===== src/design/tfsb_pkg.sv =====
/*
 * package for the tape status byte block: byte indices, bit positions, sizes.
 * assumes nothing beyond a systemverilog compiler.
 */
package tfsb_pkg;
    localparam int unsigned FULL_BYTES = 16;
    localparam int unsigned COND_BYTES = 9;
    localparam int unsigned IDX_W = 4;
    // full block byte indices (byte n at index n-1)
    localparam logic [3:0] IDX_WR_CNT = 4'h0;
    localparam logic [3:0] IDX_RD_CNT = 4'h1;
    localparam logic [3:0] IDX_DIAG_NUM = 4'h2;
    localparam logic [3:0] IDX_DIAG_CODE = 4'h3;
    localparam logic [3:0] IDX_TRACK_MAP = 4'h4;
    localparam logic [3:0] IDX_RD_DETAIL = 4'h5;
    localparam logic [3:0] IDX_SUPP = 4'h6;
    localparam logic [3:0] IDX_COMMAND_UNFINISHED = 4'h7;
    localparam logic [3:0] IDX_REJECT = 4'h8;
    localparam logic [3:0] IDX_DENS_ERR = 4'h9;
    localparam logic [3:0] IDX_MOTION_LAST = 4'hb;
    localparam logic [3:0] IDX_DENS_CFG = 4'he;
    localparam logic [3:0] IDX_OPT_CFG = 4'hf;
    // condensed block: bytes 1..7 mirror full, then two config copies
    localparam logic [3:0] CIDX_LAST_MIRROR = 4'h6;
    localparam logic [3:0] CIDX_CFG = 4'h8;
    // read error detail bits
    localparam int unsigned RD_NRZ = 7;
    localparam int unsigned RD_IDENT = 6;
    localparam int unsigned RD_CORR = 5;
    localparam int unsigned RD_VPE_C = 4;
    localparam int unsigned RD_SKEW = 3;
    localparam int unsigned RD_MTD = 2;
    localparam int unsigned RD_FPOST = 1;
    localparam int unsigned RD_FPRE = 0;
    localparam int unsigned RD_LRC = 2;
    localparam int unsigned RD_CRC = 1;
    localparam int unsigned RD_VPE_N = 0;
    // supplementary status bits
    localparam int unsigned SS_REJECT = 7;
    localparam int unsigned SS_UNFIN = 6;
    localparam int unsigned SS_LIMIT = 5;
    localparam int unsigned SS_WARN = 4;
    localparam int unsigned SS_DENS = 3;
    localparam int unsigned SS_EOT = 2;
    localparam int unsigned SS_FMARK = 1;
    localparam int unsigned SS_PAR = 0;
    localparam int unsigned NO_READBACK_BIT = 7;
    localparam logic [7:0] IFACE_DIAG_MASK = 8'h1f;
    localparam logic [7:0] PANEL_DIAG_MASK = 8'h7f;
    localparam logic [7:0] BYTE_ZERO = 8'h00;
    localparam logic [7:0] BYTE_ONE = 8'h01;
endpackage


===== src/design/tfsb_status.sv =====
/*
 * tape status byte block: sixteen full bytes and nine condensed bytes,
 * updated from drive events, read combinationally by index.
 * assumes all event inputs are single-cycle pulses from controller logic on
 * clock_i; only the host write strobe, data lines and parity come from pins.
 */
// Summary of operation
// - full block sixteen bytes, condensed nine bytes
// - power-up clears bytes, loads configuration bytes
// - accepted tape motion clears bytes five-twelve
// - clearing diagnostic clears, loads current density
// - count write hard and correctable errors
// - count on-line hard read errors
// - log diagnostic number, five or seven bits
// - on-line diagnostic failure code, zero none
// - off-line failure skip holds error count
// - track error map bit n track n
// - detail bit seven selects NRZ meaning
// - coded bit six ident burst found
// - coded bit five corrected, no hard line
// - coded bits four three two errors
// - false preamble sets bits zero and one
// - NRZ bits two one zero checks
// - bit seven reject, cause in byte nine
// - bit six unfinished, bit three density
// - bit five tape end limit
// - bit four warning, bit one file mark
// - bit two set forward, clear reverse
// - bit zero host write parity error
// - byte eight bit seven no readback
`timescale 1ns/1ps
`default_nettype none
module tfsb_status (
    input wire logic clock_i,
    input wire logic rst_i,
    input wire logic [7:0] density_cfg_i,
    input wire logic [7:0] option_cfg_i,
    input wire logic [7:0] current_density_i,
    input wire logic motion_accept_i,
    input wire logic clear_diag_i,
    input wire logic write_error_i,
    input wire logic read_hard_error_i,
    input wire logic diag_iface_i,
    input wire logic diag_panel_i,
    input wire logic [7:0] diag_number_i,
    input wire logic online_i,
    input wire logic diag_fail_i,
    input wire logic [7:0] diag_fail_code_i,
    input wire logic failure_skip_i,
    input wire logic skip_fail_i,
    input wire logic track_error_i,
    input wire logic [7:0] track_i,
    input wire logic nrz_active_i,
    input wire logic ident_found_i,
    input wire logic corrected_error_i,
    input wire logic uncorrected_error_i,
    input wire logic vertical_parity_error_i,
    input wire logic skew_error_i,
    input wire logic multi_track_dropout_i,
    input wire logic false_postamble_i,
    input wire logic false_preamble_i,
    input wire logic longitudinal_check_error_i,
    input wire logic cyclic_check_error_i,
    input wire logic reject_i,
    input wire logic [7:0] reject_cause_i,
    input wire logic unfinished_i,
    input wire logic [7:0] command_unfinished_cause_i,
    input wire logic no_readback_during_write_i,
    input wire logic density_error_i,
    input wire logic [7:0] density_error_cause_i,
    input wire logic tape_end_limit_i,
    input wire logic limit_inhibit_en_i,
    input wire logic tape_end_warning_i,
    input wire logic eot_forward_i,
    input wire logic eot_reverse_i,
    input wire logic file_mark_i,
    input wire logic block_traversed_i,
    input wire logic ext_write_parity_en_i,
    input wire logic host_write_strobe_i,
    input wire logic [7:0] host_write_data_lines_i,
    input wire logic host_write_parity_i,
    input wire logic [3:0] full_index_i,
    input wire logic [3:0] cond_index_i,
    output logic [7:0] full_data_o,
    output logic [7:0] cond_data_o,
    output logic hard_error_line_o,
    output logic forward_inhibit_o
);
    // ****************************************************************
    // storage and byte clear decode
    // ****************************************************************
    logic [7:0] status [tfsb_pkg::FULL_BYTES];
    logic [7:0] next_status [tfsb_pkg::FULL_BYTES];
    logic [8:0] pin_s1, pin_s2, pin_s3;
    logic [2:0] strobe_sync;

    function automatic logic motion_cleared(input logic [3:0] idx);
        return idx >= tfsb_pkg::IDX_TRACK_MAP && idx <= tfsb_pkg::IDX_MOTION_LAST;
    endfunction

    // ****************************************************************
    // host write data lines: three-stage synchroniser
    // ****************************************************************
    always_ff @(posedge clock_i or posedge rst_i) begin
        if (rst_i) begin
            pin_s1 <= '0;
            pin_s2 <= '0;
            pin_s3 <= '0;
            strobe_sync <= '0;
        end else begin
            pin_s1 <= {host_write_parity_i, host_write_data_lines_i};
            pin_s2 <= pin_s1;
            pin_s3 <= pin_s2;
            strobe_sync <= {strobe_sync[1:0], host_write_strobe_i};
        end
    end

    // odd parity over nine settled lines while the settled strobe is high
    logic par_bad;
    assign par_bad = strobe_sync[1] && strobe_sync[2] && (pin_s2 == pin_s3) && !(^pin_s3);

    // ****************************************************************
    // next value of every byte
    // ****************************************************************
    always_comb begin
        logic [7:0] rd;
        logic [7:0] ss;
        rd = '0;
        ss = '0;
        for (int i = 0; i < int'(tfsb_pkg::FULL_BYTES); i++) begin
            next_status[i] = status[i];
        end
        if (clear_diag_i) begin
            for (int i = 0; i < int'(tfsb_pkg::FULL_BYTES); i++) begin
                if (4'(i) != tfsb_pkg::IDX_DENS_CFG) begin
                    next_status[i] = tfsb_pkg::BYTE_ZERO;
                end
            end
            next_status[tfsb_pkg::IDX_DENS_CFG] = current_density_i;
        end else begin
            if (motion_accept_i) begin
                for (int i = 0; i < int'(tfsb_pkg::FULL_BYTES); i++) begin
                    if (motion_cleared(4'(i))) begin
                        next_status[i] = tfsb_pkg::BYTE_ZERO;
                    end
                end
            end
            if (write_error_i) begin
                next_status[tfsb_pkg::IDX_WR_CNT] =
                    status[tfsb_pkg::IDX_WR_CNT] + tfsb_pkg::BYTE_ONE;
            end
            if (read_hard_error_i && online_i) begin
                next_status[tfsb_pkg::IDX_RD_CNT] =
                    status[tfsb_pkg::IDX_RD_CNT] + tfsb_pkg::BYTE_ONE;
            end
            if (diag_panel_i) begin
                next_status[tfsb_pkg::IDX_DIAG_NUM] =
                    diag_number_i & tfsb_pkg::PANEL_DIAG_MASK;
            end else if (diag_iface_i) begin
                next_status[tfsb_pkg::IDX_DIAG_NUM] =
                    diag_number_i & tfsb_pkg::IFACE_DIAG_MASK;
            end
            if (!online_i && failure_skip_i) begin
                if (skip_fail_i) begin
                    next_status[tfsb_pkg::IDX_DIAG_CODE] =
                        status[tfsb_pkg::IDX_DIAG_CODE] + tfsb_pkg::BYTE_ONE;
                end
            end else if (diag_fail_i && online_i) begin
                next_status[tfsb_pkg::IDX_DIAG_CODE] = diag_fail_code_i;
            end
            // flags accumulate onto the (possibly just cleared) byte
            if (track_error_i && online_i) begin
                next_status[tfsb_pkg::IDX_TRACK_MAP] =
                    next_status[tfsb_pkg::IDX_TRACK_MAP] | track_i;
            end
            rd[tfsb_pkg::RD_NRZ] = nrz_active_i;
            if (nrz_active_i) begin
                rd[tfsb_pkg::RD_LRC] = longitudinal_check_error_i;
                rd[tfsb_pkg::RD_CRC] = cyclic_check_error_i;
                rd[tfsb_pkg::RD_VPE_N] = vertical_parity_error_i;
            end else begin
                rd[tfsb_pkg::RD_IDENT] = ident_found_i;
                rd[tfsb_pkg::RD_CORR] = corrected_error_i;
                rd[tfsb_pkg::RD_VPE_C] = vertical_parity_error_i;
                rd[tfsb_pkg::RD_SKEW] = skew_error_i;
                rd[tfsb_pkg::RD_MTD] = multi_track_dropout_i;
                rd[tfsb_pkg::RD_FPOST] = false_postamble_i | false_preamble_i;
                rd[tfsb_pkg::RD_FPRE] = false_preamble_i;
            end
            // density bit is a level; error bits stick
            next_status[tfsb_pkg::IDX_RD_DETAIL] =
                ((next_status[tfsb_pkg::IDX_RD_DETAIL] | rd)
                 & ~(8'h01 << tfsb_pkg::RD_NRZ)) | (rd & (8'h01 << tfsb_pkg::RD_NRZ));
            ss[tfsb_pkg::SS_REJECT] = reject_i;
            ss[tfsb_pkg::SS_UNFIN] = unfinished_i | no_readback_during_write_i;
            ss[tfsb_pkg::SS_LIMIT] = tape_end_limit_i;
            ss[tfsb_pkg::SS_WARN] = tape_end_warning_i;
            ss[tfsb_pkg::SS_DENS] = density_error_i;
            ss[tfsb_pkg::SS_EOT] = eot_forward_i;
            ss[tfsb_pkg::SS_PAR] = par_bad && ext_write_parity_en_i;
            next_status[tfsb_pkg::IDX_SUPP] = next_status[tfsb_pkg::IDX_SUPP] | ss;
            if (eot_reverse_i && !eot_forward_i) begin
                next_status[tfsb_pkg::IDX_SUPP][tfsb_pkg::SS_EOT] = 1'b0;
            end
            if (block_traversed_i) begin
                next_status[tfsb_pkg::IDX_SUPP][tfsb_pkg::SS_FMARK] = file_mark_i;
            end
            if (reject_i) begin
                next_status[tfsb_pkg::IDX_REJECT] = reject_cause_i;
            end
            if (unfinished_i || no_readback_during_write_i) begin
                next_status[tfsb_pkg::IDX_COMMAND_UNFINISHED] = next_status[tfsb_pkg::IDX_COMMAND_UNFINISHED]
                    | command_unfinished_cause_i
                    | ({7'h00, no_readback_during_write_i} << tfsb_pkg::NO_READBACK_BIT);
            end
            if (density_error_i) begin
                next_status[tfsb_pkg::IDX_DENS_ERR] = density_error_cause_i;
            end
        end
    end

    // ****************************************************************
    // byte registers; configuration bytes loaded after reset release
    // ****************************************************************
    logic cfg_pending;

    always_ff @(posedge clock_i or posedge rst_i) begin
        if (rst_i) begin
            cfg_pending <= 1'b1;
        end else begin
            cfg_pending <= 1'b0;
        end
    end

    always_ff @(posedge clock_i or posedge rst_i) begin
        if (rst_i) begin
            for (int i = 0; i < int'(tfsb_pkg::FULL_BYTES); i++) begin
                status[i] <= tfsb_pkg::BYTE_ZERO;
            end
        end else begin
            for (int i = 0; i < int'(tfsb_pkg::FULL_BYTES); i++) begin
                status[i] <= next_status[i];
            end
            if (cfg_pending) begin
                status[tfsb_pkg::IDX_DENS_CFG] <= density_cfg_i;
                status[tfsb_pkg::IDX_OPT_CFG] <= option_cfg_i;
            end
        end
    end

    // ****************************************************************
    // read ports and side outputs
    // ****************************************************************
    always_comb begin
        full_data_o = status[full_index_i];
        if (cond_index_i <= tfsb_pkg::CIDX_LAST_MIRROR) begin
            cond_data_o = status[cond_index_i];
        end else if (cond_index_i == tfsb_pkg::CIDX_CFG) begin
            cond_data_o = status[tfsb_pkg::IDX_DENS_CFG];
        end else if (cond_index_i == tfsb_pkg::CIDX_CFG - 4'h1) begin
            cond_data_o = status[tfsb_pkg::IDX_OPT_CFG];
        end else begin
            cond_data_o = tfsb_pkg::BYTE_ZERO;
        end
    end

    assign hard_error_line_o = uncorrected_error_i && !corrected_error_i;
    assign forward_inhibit_o = limit_inhibit_en_i
        && status[tfsb_pkg::IDX_SUPP][tfsb_pkg::SS_LIMIT];

    // ****************************************************************
    // checks
    // ****************************************************************
    a_motion_clears: assert property (@(posedge clock_i) disable iff (rst_i)
        motion_accept_i && !clear_diag_i && !track_error_i |=>
        status[tfsb_pkg::IDX_TRACK_MAP] == 8'h00)
        else $error("track map not cleared by motion");
    a_diag_clear: assert property (@(posedge clock_i) disable iff (rst_i)
        clear_diag_i |=> status[tfsb_pkg::IDX_WR_CNT] == 8'h00
        && status[tfsb_pkg::IDX_DENS_CFG] == $past(current_density_i))
        else $error("clearing diagnostic wrong");
    a_write_count: assert property (@(posedge clock_i) disable iff (rst_i)
        write_error_i && !clear_diag_i |=>
        status[tfsb_pkg::IDX_WR_CNT] == $past(status[tfsb_pkg::IDX_WR_CNT]) + 8'h01)
        else $error("write count not incremented");
    a_read_count: assert property (@(posedge clock_i) disable iff (rst_i)
        !read_hard_error_i && !clear_diag_i |=> $stable(status[tfsb_pkg::IDX_RD_CNT]))
        else $error("read count moved without error");
    a_iface_diag: assert property (@(posedge clock_i) disable iff (rst_i)
        diag_iface_i && !diag_panel_i && !clear_diag_i |=>
        status[tfsb_pkg::IDX_DIAG_NUM][7:5] == 3'h0)
        else $error("interface diag number too wide");
    a_nrz_select: assert property (@(posedge clock_i) disable iff (rst_i)
        !clear_diag_i |=>
        status[tfsb_pkg::IDX_RD_DETAIL][tfsb_pkg::RD_NRZ] == $past(nrz_active_i))
        else $error("density bit wrong");
    a_preamble_both: assert property (@(posedge clock_i) disable iff (rst_i)
        false_preamble_i && !nrz_active_i && !clear_diag_i |=>
        status[tfsb_pkg::IDX_RD_DETAIL][1:0] == 2'h3)
        else $error("false preamble bits not both set");
    a_eot_sticky: assert property (@(posedge clock_i) disable iff (rst_i)
        status[tfsb_pkg::IDX_SUPP][tfsb_pkg::SS_EOT] && !eot_reverse_i && !clear_diag_i
        && !motion_accept_i |=> status[tfsb_pkg::IDX_SUPP][tfsb_pkg::SS_EOT])
        else $error("eot bit lost");
    a_reject_flag: assert property (@(posedge clock_i) disable iff (rst_i)
        reject_i && !clear_diag_i |=> status[tfsb_pkg::IDX_SUPP][tfsb_pkg::SS_REJECT]
        && status[tfsb_pkg::IDX_REJECT] == $past(reject_cause_i))
        else $error("reject not recorded");
    a_parity_flag: assert property (@(posedge clock_i) disable iff (rst_i)
        par_bad && ext_write_parity_en_i && !clear_diag_i |=>
        status[tfsb_pkg::IDX_SUPP][tfsb_pkg::SS_PAR])
        else $error("write parity error not flagged");
endmodule
`default_nettype wire


===== config.mk =====
export PLATFORM = sky130hd
export DESIGN_NAME = tfsb_status
export DESIGN_NICKNAME = d
export VERILOG_FILES = /design/src/design/tfsb_pkg.sv /design/src/design/tfsb_status.sv
export SDC_FILE = /design/constraint.sdc
export NUM_CORES = 1
export LEC_CHECK = 0
export ABC_CLOCK_PERIOD_IN_PS = 4600
export BUFFER_PORTS_ARGS = -buffer_cell sky130_fd_sc_hd__buf_2
export CAP_MARGIN = 15
export CORE_UTILIZATION = 36
export CTS_BUF_LIST = sky130_fd_sc_hd__clkbuf_4 sky130_fd_sc_hd__clkbuf_8
export CTS_CLUSTER_DIAMETER = 60
export DETAILED_ROUTE_END_ITERATION = 6
export GPL_ROUTABILITY_DRIVEN = 0
export MAX_ROUTING_LAYER = met4
export PLACE_DENSITY = 0.58
export SLEW_MARGIN = 20
export SYNTH_ARGS = -nofsm -noshare
export SYNTH_HDL_FRONTEND = slang
export SYNTH_SLANG_ARGS = --single-unit

===== constraint.sdc =====
create_clock -name clock_i -period 4.6 [get_ports clock_i]
set_input_delay 0.92 -clock clock_i [delete_from_list [all_inputs] [get_ports clock_i]]
set_output_delay 0.92 -clock clock_i [all_outputs]
set_load 0.02 [all_outputs]

==> flow_metrics.py <==
metrics = {
    "run_status": {
        "status": "finished clean",
    },
    "final_layout": {
        "num-nets-final": 861,
        "final_util_pct": 44.3,
        "layout-area-overhead-vs-synth_pct": 19.3,
        "stdcell_count": 972,
        "drive_above_1_share_pct": 27.4,
    },
    "global_route": {
        "grt_overflow": 0,
        "grt_max_degree": 83,
        "grt_pass1_wl_um": 27000,
        "first_global_vias": 4897,
        "grt_use_total_pct": 20.3,
        "antenna_found_initial": 2,
    },
    "power_and_ir_drop": {
        "max-vdd-ir-drop_uv": 200,
        "p_sw_mw": 0.778,
        "p_int_mw": 1.79,
        "power_density_nw_per_um2": 332,
        "netSwitchingFraction_pct": 30.3,
        "leakagePower_nw": 3.63,
        "p_comb_share_pct": 14.5,
        "p_seq_share_pct": 48.1,
        "clkPwrFrac_pct": 37.3,
        "totalPowerFinal_mw": 2.57,
    },
    "synthesis": {
        "synth_commonest_cells": "dfrtp_1 (125), nor2_1 (65), mux2i_1 (50), nand2_1 (50), o21ai_0 (38)",
        "synth.distinct_cells": 54,
        "ys_ff_latch": 126,
        "syn_area_sq_um": 6490,
        "synth_seq_area_share_pct": 48.6,
        "synth_mux_area_share_pct": 15.0,
        "synth_simple_gate_area_share_pct": 12.1,
        "synth-main-ff-cell": "dfrtp_1",
        "synth_largest_area_cell": "dfrtp_1",
        "synthArstFlopShare_pct": 100,
        "synth_area_per_cell_sq_um": 10.7,
        "synth_edf_count": 0,
        "ys_top_cells_by_area": "dfrtp_1 (48%), mux2i_1 (7.7%), mux4_2 (3.8%)",
        "synth_top_family_by_area": "compound AO/OA/AOI/OAI gates",
        "synth_adder_area_share_pct": 0.578,
        "synth_most_common_cell": "dfrtp_1",
        "synthesis.nets": 736,
        "synth-xor-area-share_pct": 3.99,
        "synth_top_area_share_pct": 48.2,
        "yosys_warnings": 0,
        "synth-compound-area-share_pct": 16.3,
        "synthCells": 607,
    },
    "die": {
        "core_sq_um": 17500,
        "die_area_sq_um": 18600,
        "die_w_um": 136,
        "ios": 144,
        "std_cell_rows": 48,
        "dieHeight_um": 136,
        "start_util_pct": 37.1,
    },
    "worst_hold_path": {
        "whs_path_depth": 0,
        "hold_path.startpoint": "pin_s1[3]",
        "hold_path_class": "reg2reg",
    },
    "sta": {
        "fmax_mhz": 280,
        "slew_headroom_pct": 30.8,
        "hold_viol": 0,
        "period_needed_ns": 3.57,
        "fin_skew_ns": 0.00635,
        "rsz0062_at_grt": "no",
        "fin_crit_sh_pct": 77.7,
        "finalSetupTns_ns": 0,
        "tightest_slew_ns": 1.03,
        "setup_viol": 0,
        "timing.final.max_slew_violations": 0,
    },
    "critical_path": {
        "critPathMostFrequentCell": "buf_2",
        "max_stage_delay_ns": 0.40,
        "worstSetupStartpoint": "full_index_i[0]",
        "crit_chain": "buf_2, buf_4, mux2_2, nor3b_1, nor4_1, a21o_1, buf_2",
        "critical_path_required_ns": 3.68,
        "slowest_stage": "buf_4",
        "arrival_ns": 2.65,
        "cp_max_fo": 20,
        "reg2reg_from": "status[96]",
        "critical_path.startpoint_type": "primary input",
        "path_class": "in2out",
        "end_kind": "output pin",
        "reg2reg_depth": 5,
    },
    "routing": {
        "vias": 5275,
        "firstDrtPassIters": 5,
        "drc": 0,
        "drt-total-wl_um": 18100,
        "wl_per_cell_um": 18.6,
        "avgViaCountPerCell": 5.43,
        "ant_nets": 0,
        "drt_iter0_markers": 396,
    },
    "clocking": {
        "cts_resized": 0,
        "cts-root-buf": "clkbuf_8",
        "clock-sinks": 126,
        "post-cts-setup-buffers": 0,
        "max-clock-path-buffers": 2,
        "cts_tree": "built",
        "clk_latency_ns": 0.43,
        "cts_hold_buf": 0,
        "htree_levels": 4,
        "clk_pin_slew_ns": 0.08,
        "cts_buffers": 17,
    },
    "placement": {
        "hpwl_um": 13300,
        "port_buffers": 142,
        "placedCellCount": 938,
    },
    "run": {
        "max_cap_viol_count": 0,
    },
}
==> cells in the final DEF, fill, tap and decap left out, drive strengths merged, types with 15 or more instances in the layout <==
cell / instances
nor2: 65
inv: 16
a22oi: 26
dfrtp: 125
buf: 147
o21ai: 38
xnor2: 15
mux2i: 50
mux4: 17
a21oi: 28
a22o: 18
clkbuf: 17
nand2: 50
==> area by class of cell <==
| type | instances | area [sq um] |
|---|---|---|
| Clock inverter | 15 | 165 |
| Sequential cell | 126 | 3150 |
| Clock buffer | 17 | 234 |
| Inverter | 7 | 31.3 |
| Multi-Input combinational cell | 433 | 3120 |
| Timing Repair Buffer | 147 | 748 |
| Tap cell | 225 | 282 |
| Antenna cell | 2 | 5.00 |
| Fill cell | 1688 | 9740 |
==> stage by stage <==
stage / hold WS (ns) / area [sq um] / setup WS [ns]
2_1_floorplan: 0.331 / 6490 / 0.326
3_3_place_gp: 0.333 / 7330 / 1.05
3_5_place_dp: 0.335 / 7330 / 1.04
4_1_cts: 0.355 / 7730 / 1.04
5_1_grt: 0.362 / 7740 / 0.931
6_report: 0.353 / 7740 / 1.03
==> final timing paths <==
| kind | to | slack (ns) |
|---|---|---|
| max | full_data_o[6] | 1.03 |
| min | pin_s2[3] | 0.35 |
| max reg2reg | status[102] | 3.12 |
| min reg2reg | pin_s2[3] | 0.35 |
| max in group asynchronous | status[79] | 3.12 |
| min in group asynchronous | pin_s1[6] | 0.59 |
==> flip-flops by register name, indices dropped and copies added, names as in the netlist <==
name         flops
cfg_pending      1
pin_s3           9
strobe_sync      3
status          95
pin_s2           9
pin_s1           9
==> metal layers <==
layer  vias to the layer above  share of wire (%)  track usage, %
met5                         -                  0               -
met4                         0                2.0            6.85
met3                        23                6.6            5.00
met2                       186                 47            31.1
met1                      2581                 45            26.2
li1                       2485                  -               -
==> critical path: cells and delay by family <==
kind	cells	cell delay (ns)
AOI/OAI and AO/OA	1	0.18
buffers and inverters	3	0.87
muxes	1	0.38
and+or+nand+nor	2	0.29
==> logic make-up (layout without fill, tap and decap cells) <==
| family | after synthesis | in the layout |
|---|---|---|
| AOI/OAI and AO/OA | 157 | 157 |
| xor gates and xnor gates | 28 | 28 |
| adders and majority gates | 3 | 3 |
| buffers and inverters | 48 | 186 |
| DFF | 126 | 126 |
| muxes | 73 | 73 |
| other | 1 | 3 |
| and+or+nand+nor | 171 | 171 |
==> power by group through the flow <==
stage          Clock [mW]  Sequential (mW)  Combinational, mW
4_1_cts             0.992             1.24              0.375
3_5_place_dp            0             1.26              0.372
2_1_floorplan           0             1.23              0.253
3_3_place_gp            0             1.26              0.365
5_1_grt              1.04             1.24              0.406
6_report            0.959             1.24              0.373
Power figures use the tool's default switching activity.
